$ cat src/rfc_map.svh
// Register offsets, field positions and reset values of the converter control
`ifndef RFC_MAP_SVH
`define RFC_MAP_SVH
`define RFC_ADR_CLK    16'h5067
`define RFC_ADR_CTL    16'h53a0
`define RFC_ADR_TRG    16'h53a2
`define RFC_ADR_MCL    16'h53a4
`define RFC_ADR_MCH    16'h53a6
`define RFC_ADR_TCL    16'h53a8
`define RFC_ADR_TCH    16'h53aa
`define RFC_ADR_IMSK   16'h53ac
`define RFC_ADR_IFLG   16'h53ae
`define RFC_DIV_LSB    4
`define RFC_SRC_LSB    2
`define RFC_GATE_BIT   0
`define RFC_FREE_BIT   7
`define RFC_EVT_BIT    6
`define RFC_STYPE_LSB  4
`define RFC_CH_BIT     1
`define RFC_EN_BIT     0
`define OSCILLATION_TRIGGER_B      2
`define OSCILLATION_TRIGGER_A      1
`define OSCILLATION_TRIGGER_REF    0
`define RFC_IRQ_TOV    4
`define RFC_IRQ_MOV    3
`define RFC_IRQ_B      2
`define RFC_IRQ_A      1
`define RFC_IRQ_REF    0
`define RFC_DIV_RST    2'h0
`define RFC_SRC_RST    2'h1
`define RFC_STYPE_RST  2'h0
`define RFC_CNT_RST    24'h00_0000
`define RFC_IRQ_RST    5'h00
`endif

$ cat src/rfc_pkg.sv
// Types shared by the converter control modules
package rfc_pkg;
  typedef enum logic [1:0] {
    RFC_IDLE  = 2'h0,
    RFC_REF   = 2'h1,
    RFC_SEN_A = 2'h3,
    RFC_SEN_B = 2'h2
  } rfc_state_t;
  typedef enum logic [1:0] {
    RFC_SRC_INT  = 2'h0,
    RFC_SRC_LOW  = 2'h1,
    RFC_SRC_HIGH = 2'h2,
    RFC_SRC_RSV  = 2'h3
  } rfc_src_t;
endpackage

$ cat src/rfc_count_clock_divider_sel.sv
// Counting clock source select and divider, producing a one-cycle tick
`timescale 1ns/1ps
module rfc_count_clock_divider_sel (
  input  wire logic       ref_clk,
  input  wire logic       sys_rst,
  input  wire logic       int_osc_tick,
  input  wire logic       low_osc_tick,
  input  wire logic       high_osc_tick,
  input  wire logic [1:0] source_sel,
  input  wire logic [1:0] divider_sel,
  input  wire logic       gate,
  output logic            tick
);
  logic [2:0] cnt;
  logic [2:0] mask;
  logic       src_tick;
  logic       bypass;

  always_comb begin
    src_tick = 1'b0;
    bypass   = 1'b0;
    unique case (rfc_pkg::rfc_src_t'(source_sel))
      rfc_pkg::RFC_SRC_INT:  src_tick = int_osc_tick;
      rfc_pkg::RFC_SRC_LOW: begin
        src_tick = low_osc_tick;
        bypass   = 1'b1;
      end
      rfc_pkg::RFC_SRC_HIGH: src_tick = high_osc_tick;
      rfc_pkg::RFC_SRC_RSV:  src_tick = 1'b0;
    endcase
  end

  // Code n divides by 2**n: mask selects how many low count bits must be set
  always_comb begin
    unique case (divider_sel)
      2'h3: mask = 3'h7;
      2'h2: mask = 3'h3;
      2'h1: mask = 3'h1;
      2'h0: mask = 3'h0;
    endcase
  end

  always_ff @(posedge ref_clk) begin
    if (sys_rst || !gate) begin
      cnt <= 3'h0;
    end else if (src_tick && !bypass) begin
      cnt <= 3'(cnt + 3'h1);
    end
  end

  assign tick = gate & src_tick & (bypass | ((cnt & mask) == mask));

  AST_DIV8_SPACING: assert property (@(posedge ref_clk) disable iff (sys_rst)
    (tick && divider_sel == 2'h3 && source_sel == 2'h0) |-> (cnt == 3'h7))
    else $error("divide by 8 tick at wrong phase");
  AST_GATE_OFF: assert property (@(posedge ref_clk) disable iff (sys_rst)
    (!gate || source_sel == 2'h3) |-> !tick)
    else $error("count tick while gated or reserved source");
endmodule

$ cat src/rfc_cnt24.sv
// 24-bit up/down counter with 16+8 bit software preset
`timescale 1ns/1ps
module rfc_cnt24 (
  input  wire logic        ref_clk,
  input  wire logic        sys_rst,
  input  wire logic        load_lo,
  input  wire logic        load_hi,
  input  wire logic [15:0] load_data,
  input  wire logic        inc,
  input  wire logic        dec,
  output logic      [23:0] q,
  output logic             wrap
);
  `include "rfc_map.svh"

  // A software preset beats a count arriving in the same cycle
  always_ff @(posedge ref_clk) begin
    if (sys_rst) begin
      q <= `RFC_CNT_RST;
    end else if (load_lo) begin
      q[15:0] <= load_data;
    end else if (load_hi) begin
      q[23:16] <= load_data[7:0];
    end else if (inc) begin
      q <= 24'(q + 24'h00_0001);
    end else if (dec) begin
      q <= 24'(q - 24'h00_0001);
    end
  end

  assign wrap = !load_lo && !load_hi && ((inc && (&q)) || (!inc && dec && !(|q)));
endmodule

$ cat src/rfc_top.sv
// Converter control: registers, oscillation sequencer, counters and interrupts
// Operation
// - Counting clock divided by 8,4,2,1 for codes 3..0, internal or fast source only.
// - Source field: 0 internal, 1 slow, 2 fast, 3 reserved; resets slow; gated.
// - Control bit 7 enables continuous oscillation, resets off.
// - Control bit 6 enables event counting mode, resets off.
// - Sensor type field: 0 DC resistive, 1 AC resistive, 2 capacitive.
// - Control bit 1 selects channel 1 when set, channel 0 when clear.
// - Trigger bits 2 and 1 start/stop sensor B/A and read back running.
// - Trigger bit 0 starts/stops reference oscillation and reads back running.
// - Time base counter low 16 bits are readable and presettable.
// - Time base counter upper byte in low byte, upper byte reads zero.
// - Time base overflow reaches interrupt only when mask bit 4 set.
// - Measurement overflow reaches interrupt only when mask bit 3 set.
// - Reference completion reaches interrupt only when mask bit 0 set.
// - Sensor B and A completion reach interrupt via mask bits 2 and 1.
// - Overflows set flags 4 and 3; writing one clears, zero keeps.
// - Completions set flags 2,1,0; writing one clears; reset zero.
`timescale 1ns/1ps
module rfc_top (
  input  wire logic        ref_clk,
  input  wire logic        sys_rst,
  input  wire logic [15:0] reg_addr,
  input  wire logic [15:0] reg_wdata,
  input  wire logic        reg_wr,
  input  wire logic        reg_rd,
  output logic      [15:0] reg_rdata,
  input  wire logic        int_osc_tick,
  input  wire logic        low_osc_tick,
  input  wire logic        high_osc_tick,
  input  wire logic        osc_edge,
  output logic             ref_osc_run,
  output logic             sen_a_osc_run,
  output logic             sen_b_osc_run,
  output logic             free_running_osc_en,
  output logic             event_count_mode_en,
  output logic      [1:0]  sensor_type_sel,
  output logic             channel_sel,
  output logic             irq
);
  `include "rfc_map.svh"

  ////////////////////////////////////////////////////////////////////////////////
  // Declarations
  logic [1:0]  count_clock_divider_sel;
  logic [1:0]  count_clock_source_sel;
  logic        count_clock_gate;
  logic        conv_en;
  logic [4:0]  irq_mask;
  logic [4:0]  irq_flags;
  logic [4:0]  irq_set;
  logic [4:0]  irq_clr;
  logic [23:0] measurement_count;
  logic [23:0] time_base_count;
  logic        mc_wrap;
  logic        tc_wrap;
  logic        mc_inc;
  logic        tc_inc;
  logic        tc_dec;
  logic        clk_tick;
  logic        running;
  logic        sensing;
  logic        stop_req;
  logic        ref_done;
  logic        sen_done;
  logic        mov_evt;
  logic        tov_evt;
  logic        err_stop;
  logic [15:0] next_rdata;
  logic        wr_clk;
  logic        wr_ctl;
  logic        wr_trg;
  rfc_pkg::rfc_state_t state;
  rfc_pkg::rfc_state_t next_state;

  assign wr_clk = reg_wr && reg_addr == `RFC_ADR_CLK;
  assign wr_ctl = reg_wr && reg_addr == `RFC_ADR_CTL;
  assign wr_trg = reg_wr && reg_addr == `RFC_ADR_TRG;

  ////////////////////////////////////////////////////////////////////////////////
  // Clock control register
  always_ff @(posedge ref_clk) begin
    if (sys_rst) begin
      count_clock_divider_sel <= `RFC_DIV_RST;
      count_clock_source_sel  <= `RFC_SRC_RST;
      count_clock_gate        <= 1'b0;
    end else if (wr_clk) begin
      count_clock_divider_sel <= reg_wdata[`RFC_DIV_LSB +: 2];
      count_clock_source_sel  <= reg_wdata[`RFC_SRC_LSB +: 2];
      count_clock_gate        <= reg_wdata[`RFC_GATE_BIT];
    end
  end

  ////////////////////////////////////////////////////////////////////////////////
  // Control register
  always_ff @(posedge ref_clk) begin
    if (sys_rst) begin
      free_running_osc_en <= 1'b0;
      event_count_mode_en <= 1'b0;
      sensor_type_sel     <= `RFC_STYPE_RST;
      channel_sel         <= 1'b0;
      conv_en             <= 1'b0;
    end else if (wr_ctl) begin
      free_running_osc_en <= reg_wdata[`RFC_FREE_BIT];
      event_count_mode_en <= reg_wdata[`RFC_EVT_BIT];
      sensor_type_sel     <= reg_wdata[`RFC_STYPE_LSB +: 2];
      channel_sel         <= reg_wdata[`RFC_CH_BIT];
      conv_en             <= reg_wdata[`RFC_EN_BIT];
    end
  end

  ////////////////////////////////////////////////////////////////////////////////
  // Counting clock
  // The converter enable also gates the tick, so nothing counts while disabled
  rfc_count_clock_divider_sel u_count_clock_divider_sel (
    .ref_clk       (ref_clk),
    .sys_rst       (sys_rst),
    .int_osc_tick  (int_osc_tick),
    .low_osc_tick  (low_osc_tick),
    .high_osc_tick (high_osc_tick),
    .source_sel    (count_clock_source_sel),
    .divider_sel   (count_clock_divider_sel),
    .gate          (count_clock_gate && conv_en),
    .tick          (clk_tick)
  );

  ////////////////////////////////////////////////////////////////////////////////
  // Oscillation sequencer
  // Only one oscillation runs at a time; a write naming several starts only one:
  // the reference if named, else sensor A, else sensor B.
  assign running = state != rfc_pkg::RFC_IDLE;
  assign sensing = state == rfc_pkg::RFC_SEN_A || state == rfc_pkg::RFC_SEN_B;

  always_comb begin
    stop_req = 1'b0;
    unique case (state)
      rfc_pkg::RFC_IDLE:  stop_req = 1'b0;
      rfc_pkg::RFC_REF:   stop_req = wr_trg && !reg_wdata[`OSCILLATION_TRIGGER_REF];
      rfc_pkg::RFC_SEN_A: stop_req = wr_trg && !reg_wdata[`OSCILLATION_TRIGGER_A];
      rfc_pkg::RFC_SEN_B: stop_req = wr_trg && !reg_wdata[`OSCILLATION_TRIGGER_B];
    endcase
  end

  // Reference ends when the measurement count rolls over; a sensor run ends
  // when the time base count reaches zero. Continuous mode never ends by itself.
  assign ref_done = state == rfc_pkg::RFC_REF && mc_wrap && !free_running_osc_en;
  assign sen_done = sensing && tc_dec && time_base_count == 24'h00_0001
                    && !free_running_osc_en;
  assign tov_evt  = tc_wrap && running;
  assign mov_evt  = mc_wrap && sensing;
  assign err_stop = (tov_evt || mov_evt) && !free_running_osc_en;

  always_comb begin
    next_state = state;
    unique case (state)
      rfc_pkg::RFC_IDLE: begin
        if (wr_trg && conv_en) begin
          if (reg_wdata[`OSCILLATION_TRIGGER_REF]) begin
            next_state = rfc_pkg::RFC_REF;
          end else if (reg_wdata[`OSCILLATION_TRIGGER_A]) begin
            next_state = rfc_pkg::RFC_SEN_A;
          end else if (reg_wdata[`OSCILLATION_TRIGGER_B]) begin
            next_state = rfc_pkg::RFC_SEN_B;
          end
        end
      end
      rfc_pkg::RFC_REF,
      rfc_pkg::RFC_SEN_A,
      rfc_pkg::RFC_SEN_B: begin
        if (!conv_en || stop_req || ref_done || sen_done || err_stop) begin
          next_state = rfc_pkg::RFC_IDLE;
        end
      end
    endcase
  end

  always_ff @(posedge ref_clk) begin
    if (sys_rst) begin
      state <= rfc_pkg::RFC_IDLE;
    end else begin
      state <= next_state;
    end
  end

  assign ref_osc_run   = state == rfc_pkg::RFC_REF;
  assign sen_a_osc_run = state == rfc_pkg::RFC_SEN_A;
  assign sen_b_osc_run = state == rfc_pkg::RFC_SEN_B;

  ////////////////////////////////////////////////////////////////////////////////
  // Counters
  // In event mode the time base stands still and only events are counted
  assign mc_inc = running && conv_en && osc_edge;
  assign tc_inc = ref_osc_run && clk_tick && !event_count_mode_en;
  assign tc_dec = sensing && clk_tick && !event_count_mode_en;

  rfc_cnt24 u_measure (
    .ref_clk   (ref_clk),
    .sys_rst   (sys_rst),
    .load_lo   (reg_wr && reg_addr == `RFC_ADR_MCL),
    .load_hi   (reg_wr && reg_addr == `RFC_ADR_MCH),
    .load_data (reg_wdata),
    .inc       (mc_inc),
    .dec       (1'b0),
    .q         (measurement_count),
    .wrap      (mc_wrap)
  );

  rfc_cnt24 u_time_base (
    .ref_clk   (ref_clk),
    .sys_rst   (sys_rst),
    .load_lo   (reg_wr && reg_addr == `RFC_ADR_TCL),
    .load_hi   (reg_wr && reg_addr == `RFC_ADR_TCH),
    .load_data (reg_wdata),
    .inc       (tc_inc),
    .dec       (tc_dec),
    .q         (time_base_count),
    .wrap      (tc_wrap)
  );

  ////////////////////////////////////////////////////////////////////////////////
  // Interrupt mask, flags and output
  always_ff @(posedge ref_clk) begin
    if (sys_rst) begin
      irq_mask <= `RFC_IRQ_RST;
    end else if (reg_wr && reg_addr == `RFC_ADR_IMSK) begin
      irq_mask <= reg_wdata[4:0];
    end
  end

  always_comb begin
    irq_set               = 5'h00;
    irq_set[`RFC_IRQ_TOV] = tov_evt;
    irq_set[`RFC_IRQ_MOV] = mov_evt;
    irq_set[`RFC_IRQ_B]   = sen_done && sen_b_osc_run;
    irq_set[`RFC_IRQ_A]   = sen_done && sen_a_osc_run;
    irq_set[`RFC_IRQ_REF] = ref_done;
  end

  assign irq_clr = (reg_wr && reg_addr == `RFC_ADR_IFLG) ? reg_wdata[4:0] : 5'h00;

  // An event in the clearing cycle survives: set is applied after clear
  always_ff @(posedge ref_clk) begin
    if (sys_rst) begin
      irq_flags <= `RFC_IRQ_RST;
    end else begin
      irq_flags <= (irq_flags & ~irq_clr) | irq_set;
    end
  end

  assign irq = |(irq_flags & irq_mask);

  ////////////////////////////////////////////////////////////////////////////////
  // Read path
  always_comb begin
    next_rdata = 16'h0000;
    if (reg_rd) begin
      unique case (reg_addr)
        `RFC_ADR_CLK: begin
          next_rdata[`RFC_DIV_LSB +: 2] = count_clock_divider_sel;
          next_rdata[`RFC_SRC_LSB +: 2] = count_clock_source_sel;
          next_rdata[`RFC_GATE_BIT]     = count_clock_gate;
        end
        `RFC_ADR_CTL: begin
          next_rdata[`RFC_FREE_BIT]       = free_running_osc_en;
          next_rdata[`RFC_EVT_BIT]        = event_count_mode_en;
          next_rdata[`RFC_STYPE_LSB +: 2] = sensor_type_sel;
          next_rdata[`RFC_CH_BIT]         = channel_sel;
          next_rdata[`RFC_EN_BIT]         = conv_en;
        end
        `RFC_ADR_TRG: begin
          next_rdata[`OSCILLATION_TRIGGER_B]   = sen_b_osc_run;
          next_rdata[`OSCILLATION_TRIGGER_A]   = sen_a_osc_run;
          next_rdata[`OSCILLATION_TRIGGER_REF] = ref_osc_run;
        end
        `RFC_ADR_MCL:  next_rdata       = measurement_count[15:0];
        `RFC_ADR_MCH:  next_rdata[7:0]  = measurement_count[23:16];
        `RFC_ADR_TCL:  next_rdata       = time_base_count[15:0];
        `RFC_ADR_TCH:  next_rdata[7:0]  = time_base_count[23:16];
        `RFC_ADR_IMSK: next_rdata[4:0]  = irq_mask;
        `RFC_ADR_IFLG: next_rdata[4:0]  = irq_flags;
        default:       next_rdata       = 16'h0000;
      endcase
    end
  end

  always_ff @(posedge ref_clk) begin
    if (sys_rst) begin
      reg_rdata <= 16'h0000;
    end else begin
      reg_rdata <= next_rdata;
    end
  end

  ////////////////////////////////////////////////////////////////////////////////
  // Checks
  AST_TRG_READBACK: assert property (@(posedge ref_clk) disable iff (sys_rst)
    (reg_rd && reg_addr == `RFC_ADR_TRG) |=>
      (reg_rdata == {13'h0000, $past(sen_b_osc_run), $past(sen_a_osc_run),
                     $past(ref_osc_run)}))
    else $error("trigger read back differs from running state");
  AST_REF_START: assert property (@(posedge ref_clk) disable iff (sys_rst)
    (!running && conv_en && wr_trg && reg_wdata[`OSCILLATION_TRIGGER_REF]) |=> ref_osc_run)
    else $error("reference oscillation did not start");
  AST_STOP: assert property (@(posedge ref_clk) disable iff (sys_rst)
    (sen_a_osc_run && wr_trg && !reg_wdata[`OSCILLATION_TRIGGER_A]) |=> !sen_a_osc_run)
    else $error("sensor A did not stop on zero write");
  AST_NO_COUNT_DIS: assert property (@(posedge ref_clk) disable iff (sys_rst)
    (!conv_en && !reg_wr) |=> $stable(measurement_count) && $stable(time_base_count))
    else $error("counter moved while converter disabled");
  AST_MOV_FLAG: assert property (@(posedge ref_clk) disable iff (sys_rst)
    mov_evt |=> irq_flags[`RFC_IRQ_MOV])
    else $error("measurement overflow flag not set");
  AST_REF_DONE: assert property (@(posedge ref_clk) disable iff (sys_rst)
    ref_done |=> irq_flags[`RFC_IRQ_REF] && !ref_osc_run)
    else $error("reference completion not flagged");
  AST_TOV_IRQ: assert property (@(posedge ref_clk) disable iff (sys_rst)
    (tov_evt && irq_mask[`RFC_IRQ_TOV] && !(reg_wr && reg_addr == `RFC_ADR_IMSK))
      |=> irq)
    else $error("enabled time base overflow gave no interrupt");
  AST_MASKED_QUIET: assert property (@(posedge ref_clk) disable iff (sys_rst)
    ((irq_flags & irq_mask) == 5'h00) |-> !irq)
    else $error("interrupt raised with all flags masked");
  AST_TCH_RSV: assert property (@(posedge ref_clk) disable iff (sys_rst)
    (reg_rd && reg_addr == `RFC_ADR_TCH) |=> (reg_rdata[15:8] == 8'h00))
    else $error("reserved time base bits read non-zero");
  AST_W1C: assert property (@(posedge ref_clk) disable iff (sys_rst)
    (irq_clr[`RFC_IRQ_A] && !irq_set[`RFC_IRQ_A]) |=> !irq_flags[`RFC_IRQ_A])
    else $error("sensor A flag not cleared by one write");
  AST_CONT_RUN: assert property (@(posedge ref_clk) disable iff (sys_rst)
    (ref_osc_run && free_running_osc_en && conv_en && !reg_wr) |=> ref_osc_run)
    else $error("continuous reference run ended by itself");
  AST_EVT_TC_HOLD: assert property (@(posedge ref_clk) disable iff (sys_rst)
    (event_count_mode_en && !reg_wr) |=> $stable(time_base_count))
    else $error("time base moved in event counting mode");
  AST_CH_SEL: assert property (@(posedge ref_clk) disable iff (sys_rst)
    wr_ctl |=> (channel_sel == $past(reg_wdata[`RFC_CH_BIT])))
    else $error("channel select did not follow control write");
  AST_SEN_B_DONE: assert property (@(posedge ref_clk) disable iff (sys_rst)
    (sen_done && sen_b_osc_run) |=> (irq_flags[`RFC_IRQ_B] && !running))
    else $error("sensor B completion not flagged");
  AST_CTL_RSV: assert property (@(posedge ref_clk) disable iff (sys_rst)
    (reg_rd && reg_addr == `RFC_ADR_CTL) |=> (reg_rdata[15:8] == 8'h00))
    else $error("reserved control bits read non-zero");
endmodule

$ cat config.mk
export PLATFORM = sky130hd
export DESIGN_NAME = rfc_top
export DESIGN_NICKNAME = d
export VERILOG_FILES = /design/src/rfc_pkg.sv /design/src/rfc_count_clock_divider_sel.sv /design/src/rfc_cnt24.sv /design/src/rfc_top.sv
export VERILOG_INCLUDE_DIRS = /design/src /design/src/src
export SDC_FILE = /design/constraint.sdc
export NUM_CORES = 1
export LEC_CHECK = 0
export ABC_AREA = 1
export BUFFER_PORTS_ARGS = -buffer_cell sky130_fd_sc_hd__buf_4
export CORE_MARGIN = 2
export CORE_UTILIZATION = 25
export CTS_CLUSTER_DIAMETER = 150
export CTS_CLUSTER_SIZE = 28
export DETAILED_ROUTE_END_ITERATION = 8
export GPL_ROUTABILITY_DRIVEN = 0
export PLACE_DENSITY = 0.38
export SYNTH_ARGS = -nofsm -noshare
export SYNTH_HDL_FRONTEND = slang
export SYNTH_HIERARCHICAL = 1
export SYNTH_SLANG_ARGS = --single-unit
$ cat constraint.sdc
create_clock -name ref_clk -period 2.7 [get_ports ref_clk]
set_input_delay 0.27 -clock ref_clk [delete_from_list [all_inputs] [get_ports ref_clk]]
set_output_delay 0.27 -clock ref_clk [all_outputs]
set_load 0.05 [all_outputs]
* Yosys cells after proc, flatten, opt, wreduce, memory -nomap -nowiden
Index checks and enable logic that the tools add are counted. W data, S select, Z words.
Storage, ports and cells: memory bits (read-only) 0, latch bits 0, bits in writable memories 0, word-level logic and storage cells 165, output and inout port bits 25, register bits after elaboration 90, memories kept 0, input port bits 40
Cells by class: shift operators 0, magnitude comparators 0, bitwise gates (word level) 11, div/mod/pow operators 0, multiply operators 0, reduce and logical (&&, ||, !) cells 80, equality and inequality tests 25, $add $sub $neg 4, multiplexer cells 28
Operators with widths (count):
- $eq A16 B15 Y1 const B | 9
- $mux W24 | 3
- $mux W16 | 4
- $add A24 B1 Y24 const B | 2
- $reduce_and A24 Y1 | 2
- $logic_and A1 B1 Y1 | 39
- $eq A24 B1 Y1 const B | 1
- $pmux W1 S8 | 3
- $reduce_or A24 Y1 | 1
- $sub A24 B1 Y24 const B | 1
- $mux W8 | 2
- $pmux W8 S2 | 1
- $logic_not A1 Y1 | 14
- $eq A2 B2 Y1 const B | 6
- $pmux W3 S4 | 1
- $and A5 B5 Y5 | 2
- $mux W2 | 5
- $pmux W2 S5 | 1
- $pmux W1 S9 | 1
- $logic_or A1 B1 Y1 | 8
- $pmux W1 S4 | 2
- $reduce_and A2 Y1 | 4
- $pmux W1 S7 | 1
- $eq A2 B1 Y1 const B | 3
- other kinds (22) | 32

* Depth between registers and ports, before layout
depth in word-level cells 19, mapped depth 24, mapped depth without buffers 24

* Modules after synthesis
Netlist, hierarchy kept.
By module, submodules not included:
- rfc_cnt24 | sequential area each 480.5 µm², instances 2, area an instance 2939.1 µm², cells an instance 526
- rfc_top | sequential area each 780.7 µm², instances 1, area an instance 2452.4 µm², cells an instance 400
- rfc_count_clock_divider_sel | sequential area each 60.1 µm², instances 1, area an instance 275.3 µm², cells an instance 41

* Worst setup path before layout
No wires, ideal clock.
path kind register to register, from reg event_count_mode_en, to reg u_time_base.q[8], stages on the path, launching flop included 13, path buffers 0, required time 2.565 ns, arrival time 2.622 ns, setup slack -0.057 ns, setup time 0.135 ns, clock period less this slack 2.757 ns, cell sequence dfxtp_1 -> inv_1 -> nand2_1 -> nor2_1 -> inv_1 -> ha_1 -> or2_1 -> and2_4 -> nand2_1 -> nand2_1 -> xor2_1 -> o21ai_0 -> a21oi_1
On the way: longest elaborated chain between the ends 5, elaborated cells on any way between the ends 8, those cells by class 3 x mux; 5 x reduce/logical
RTL lines:
- start, declared | line rfc_top.sv:36 | output logic event_count_mode_en,
- start signal, assigned | line rfc_top.sv:105 | event_count_mode_en <= reg_wdata[`RFC_EVT_BIT];
- $logic_not A1 Y1 * | line rfc_top.sv:193 | assign tc_inc = ref_osc_run && clk_tick && !event_count_mode_en;
- $logic_and A1 B1 Y1 * | line rfc_top.sv:193
- named net tc_inc | line rfc_top.sv:58 | logic tc_inc;
- $mux W24 | line rfc_cnt24.sv:24 | end else if (inc) begin
- $mux W16 | line rfc_cnt24.sv:22 | end else if (load_hi) begin
- $mux W16 | line rfc_cnt24.sv:20 | end else if (load_lo) begin
- end signal, assigned | line rfc_cnt24.sv:19 | q <= `RFC_CNT_RST;
- end signal, assigned | line rfc_cnt24.sv:21 | q[15:0] <= load_data;
- end signal, assigned | line rfc_cnt24.sv:25 | q <= 24'(q + 24'h00_0001);
- end, declared | line rfc_cnt24.sv:11 | output logic [23:0] q,
The timed path passes the listed nets; every way through them passes the cells marked *. The select of a mux whose other input is x is not followed. A chain may end at the register's enable or synchronous reset.

* Worst setup path in the final report
from reg count_clock_source_sel[1], to reg u_time_base.q[16]
On the way: longest elaborated chain between the ends 8, elaborated cells on any way between the ends 17, those cells by class 3 x eq/ne; 4 x mux; 3 x bitwise; 7 x reduce/logical
RTL lines:
- start, declared | line rfc_top.sv:46 | logic [1:0] count_clock_source_sel;
- start signal, assigned | line rfc_top.sv:85 | count_clock_source_sel <= `RFC_SRC_RST;
- start signal, assigned | line rfc_top.sv:89 | count_clock_source_sel <= reg_wdata[`RFC_SRC_LSB +: 2];
- $eq A2 B2 Y1, or another cell as far along | line rfc_count_clock_divider_sel.sv:22 | unique case (rfc_pkg::rfc_src_t'(source_sel))
- $pmux W1 S4 / $mux W1 (equally long branches) | line rfc_count_clock_divider_sel.sv:22
- $and A1 B1 Y1 / $or A1 B1 Y1 (equally long branches) | line rfc_count_clock_divider_sel.sv:51 | assign tick = gate & src_tick & (bypass | ((cnt & mask) == mask));
- $and A1 B1 Y1 * | line rfc_count_clock_divider_sel.sv:51
- named net clk_tick | line rfc_top.sv:60 | logic clk_tick;
- $logic_and A1 B1 Y1 * (2 in a row) | line rfc_top.sv:193
- named net tc_inc | line rfc_top.sv:58
- $reduce_bool A3 Y1 (no source line) / $mux W24 (equally long branches)
- $reduce_and A2 Y1 (no source line) / $mux W8 (equally long branches)
- end signal, assigned | line rfc_cnt24.sv:23 | q[23:16] <= load_data[7:0];
- end signal, assigned | line rfc_cnt24.sv:25
- end signal, assigned | line rfc_cnt24.sv:27 | q <= 24'(q - 24'h00_0001);
The timed path passes the listed nets; every way through them passes the cells marked *.

==> flow_summary.json <==
{
  "hold_slack_ns": 0.2266,
  "hold_start": "reg_wdata[9]",
  "holdPathStages": 3,
  "async_flop_share": 0,
  "critPathKind": "reg -> reg",
  "synth_top_cell_area_share": 0.2264,
  "fin_skew_ns": 0.01223,
  "postCtsHoldBufs": 0,
  "ys_warn_count": 6,
  "grt_max_degree": 61,
  "wl_per_cell_um": 17.19,
  "drc": 0,
  "r2r_end": "u_time_base/q[16]$_SDFFE_PP0P_",
  "synth_cells": 1493,
  "drv_slew": 0,
  "synth_edf_count": 0,
  "crit_required_ns": 2.91,
  "max_freq_mhz": 357.6,
  "ctsRootBufferMaster": "clkbuf_16",
  "via_count": 10030,
  "drtPass1Iterations": 5,
  "rsz0062_at_grt": "yes",
  "grt_pass1_wl_um": 56480,
  "setup_viol": 10,
  "crit_path_start": "count_clock_source_sel[1]$_SDFFE_PP0P_",
  "synthTopCellsByArea": "nand2_1 23%, dfxtp_1 21%, inv_1 9.5%, nor2_1 7.0%, ha_1 6.5%",
  "yosys.cell_types.count": 49,
  "core_um2": 33700,
  "timing.final.hold_violations": 0,
  "p_total_mw": 7.845,
  "fin_area_um2": 12220,
  "syn2layout_area_growth_pct": 41.95,
  "critPathMaxFanout": 5,
  "antenna_cells": 0,
  "cts-htree-levels": 3,
  "clkTransAtPathRegs_ns": 0.08,
  "violations": "negative setup slack",
  "pre_cts_ws_ns": -0.2705,
  "status": "finished, violations left",
  "dp_hpwl_um": 28830,
  "clockBufferDepth": 2,
  "r2r_cells": 23,
  "max-vdd-ir-drop_mv": 0.3995,
  "powerDensity_nw_per_um2": 642.2,
  "grt_pass1_vias": 9632,
  "relSlewSlack": 0.2900,
  "layout-drive-gt1-share": 0.3068,
  "ys_seq_elements": 90,
  "wirelength_um": 37120,
  "drtIter0Drc": 662,
  "finalCriticalPeriod_ns": 2.797,
  "syn_area_per_cell_um2": 5.764,
  "min_to": "u_measure/q[9]$_SDFFE_PP0P_",
  "period_share": 1.036,
  "utilization": 0.3625,
  "place_area_um2": 10620,
  "vias_per_cell": 4.643,
  "syn-cell-area_um2": 8606,
  "worstSetupStartpointType": "flip-flop",
  "antenna_found_initial": 0,
  "grt_overflow": 0,
  "fin_ws_ns": -0.09671,
  "die-area_um2": 35920,
  "cts_tree": "yes",
  "die_x_um": 189.5,
  "worst_slew_pin_slew_ns": 1.061,
  "reg2reg_slack_ns": -0.1,
  "num-fill-cells": 3767,
  "synth_top_area_cell": "nand2_1",
  "synth-main-ff-cell": "dfxtp_1",
  "initial_core_util": 0.2554,
  "postRouteAntennaNets": 0,
  "crit_path_end_kind": "flip-flop",
  "cts_sinks": 90,
  "grt_use_total": 0.2053,
  "cap_violations": 0,
  "numCtsBuffers": 9,
  "hold_path_class": "in -> reg",
  "io_buffer_count": 64,
  "cp.arrival_ns": 3.01,
  "worstSkewPairLatency_ns": 0.37,
  "ios": 65,
  "leakage_nw": 5.842,
  "ys_seq_area_frac": 0.2094,
  "fp-row-count": 67,
  "final_net_count": 1793,
  "r2r_start": "count_clock_source_sel[1]$_SDFFE_PP0P_",
  "dieHeight_um": 189.5
}
==> placed cells by master (no fill, tap or decap), types with 5 or more instances in the layout <==
master,synthesis,routed
nand2_1,519,460
buf_4,8,215
inv_1,217,210
nor2_1,161,140
dfxtp_1,90,84
nand3_1,87,69
nand2_2,26,66
a21oi_1,83,65
nand4_1,34,34
ha_4,0,34
a21oi_2,15,31
nor2_2,22,25
nor2_4,5,23
nand2_4,3,22
nand3_2,2,18
o21ai_0,23,17
inv_2,11,16
xor2_1,20,16
a31oi_1,15,15
nor4_1,12,12
o21ai_1,6,11
clkbuf_16,0,10
ha_1,45,8
a22oi_1,8,8
nor3_1,12,7
dfxtp_2,0,6
buf_12,0,6
or2_2,5,5
buf_6,4,5
==> Yosys cell counts (2+ instances only) <==
| cell | count |
|---|---|
| buf_4 | 8 |
| xor2_1 | 20 |
| or2_2 | 5 |
| buf_2 | 5 |
| nand2_2 | 26 |
| clkbuf_1 | 10 |
| nor4_1 | 12 |
| nor3b_1 | 2 |
| a21oi_1 | 83 |
| nor3_1 | 12 |
| nand3_2 | 2 |
| inv_1 | 217 |
| a32oi_1 | 2 |
| or2_1 | 4 |
| clkinv_1 | 4 |
| o21ai_1 | 6 |
| nor2_4 | 5 |
| dfxtp_1 | 90 |
| nor2_1 | 161 |
| inv_2 | 11 |
| o211ai_2 | 3 |
| nand4_1 | 34 |
| o211ai_1 | 2 |
| ha_1 | 45 |
| a31oi_1 | 15 |
| o21ai_0 | 23 |
| a22oi_1 | 8 |
| fa_1 | 2 |
| nor2_2 | 22 |
| nand3_1 | 87 |
| clkinv_2 | 2 |
| nand3_4 | 2 |
| nand2_1 | 519 |
| a21o_1 | 2 |
| a21oi_2 | 15 |
| and2_1 | 2 |
| and2_4 | 2 |
| buf_6 | 4 |
| o22ai_1 | 2 |
| nand3b_1 | 4 |
| or2_0 | 2 |
| nand2_4 | 3 |
| o21ai_4 | 2 |
==> stage by stage <==
step	instances	setup TNS, ns
after floorplan	1494	-0.1856
after global placement	2126	-3.818
after detailed placement	2126	-3.775
after CTS	2152	-0.1943
after global routing	2159	-4.031
final	2159	-0.4452
==> where the power goes <==
part,switching [mW],total (mW),internal (mW)
logic,2.86,4.82,1.95
registers,0.256,1.72,1.46
clock network,0.673,1.31,0.641
total,3.79,7.85,4.05
==> flip-flops by register name (all words and copies together) (netlist names) <==
name and count:
irq_flags 5, conv_en 1, sensor_type_sel 2, reg_rdata 16
count_clock_source_sel 2, irq_mask 5, u_time_base/q 24, state 2
count_clock_gate 1, u_count_clock_divider_sel/cnt 3, count_clock_divider_sel 2, event_count_mode_en 1
u_measure/q 24, channel_sel 1, free_running_osc_en 1
==> how the worst max path moves through the flow <==
stage,endpoint,slack [ns],cells after the start
final,u_time_base/q[16]$_SDFFE_PP0P_,-0.1,23
after global routing,u_time_base/q[17]$_SDFFE_PP0P_,-0.26,23
after CTS,u_time_base/q[12]$_SDFFE_PP0P_,-0.03,19
after detailed placement,u_time_base/q[22]$_SDFFE_PP0P_,-0.27,19
after global placement,u_time_base/q[18]$_SDFFE_PP0P_,-0.27,23
after floorplan,u_time_base/q[8]$_SDFFE_PP0P_,-0.06,12
==> timing repair <==
action,in CTS,in global routing
gates cloned,2,1
pin swaps,43,68
setup buffers,9,8
resized for setup,100,149
setup endpoints to repair,27,41
==> area by class of cell <==
type	instances	area, um2	share of cell area
Timing Repair Buffer	229	1858	0.1521
Inverter	234	888.4	0.07272
Tap cell	448	560.5	0.04589
Clock buffer	10	229.0	0.01874
Multi-Input combinational cell	1142	6820	0.5583
Sequential cell	90	1809	0.1481
Clock inverter	6	50.05	0.004097
==> cells by family (layout without fill, tap and decap cells) <==
kind of cell | count (synthesis) | in the layout | share of synthesized area
AO/OA/AOI/OAI | 164 | 164 | 0.1146
AND/OR/NAND/NOR | 909 | 909 | 0.4616
flip-flops | 90 | 90 | 0.2094
other | 1 | 2 | 0.0004358
XOR/XNOR | 20 | 20 | 0.02035
buffers and inverters | 262 | 479 | 0.1236
adder cells (fa/ha/maj) | 47 | 47 | 0.07008
==> worst max-delay path: stages, from the launching register on <==
cell	delay, ns
dfxtp_2	0.34
inv_2	0.07
nand2_2	0.05
nand2_2	0.08
nand3_2	0.07
a21oi_2	0.10
buf_4	0.14
nand2_4	0.05
nor2_4	0.13
clkinv_4	0.13
buf_12	0.17
buf_6	0.11
fa_2	0.40
nand2_4	0.07
nand2_2	0.06
and2_4	0.16
nand2_2	0.06
nand2_2	0.06
nand2_2	0.08
nand2_1	0.05
nand2_1	0.07
nand3_2	0.07
nand2_1	0.07
a21oi_1	0.06
==> routing by layer <==
layer,global-route usage,vias up,part of all wire
met2,0.3208,213,0.43
li1,-,5143,-
met1,0.3043,4648,0.51
met4,0.03250,0,0.0091
met5,0,-,0
met3,0.02638,21,0.047
Note: power is estimated with default switching activity, not from simulation.
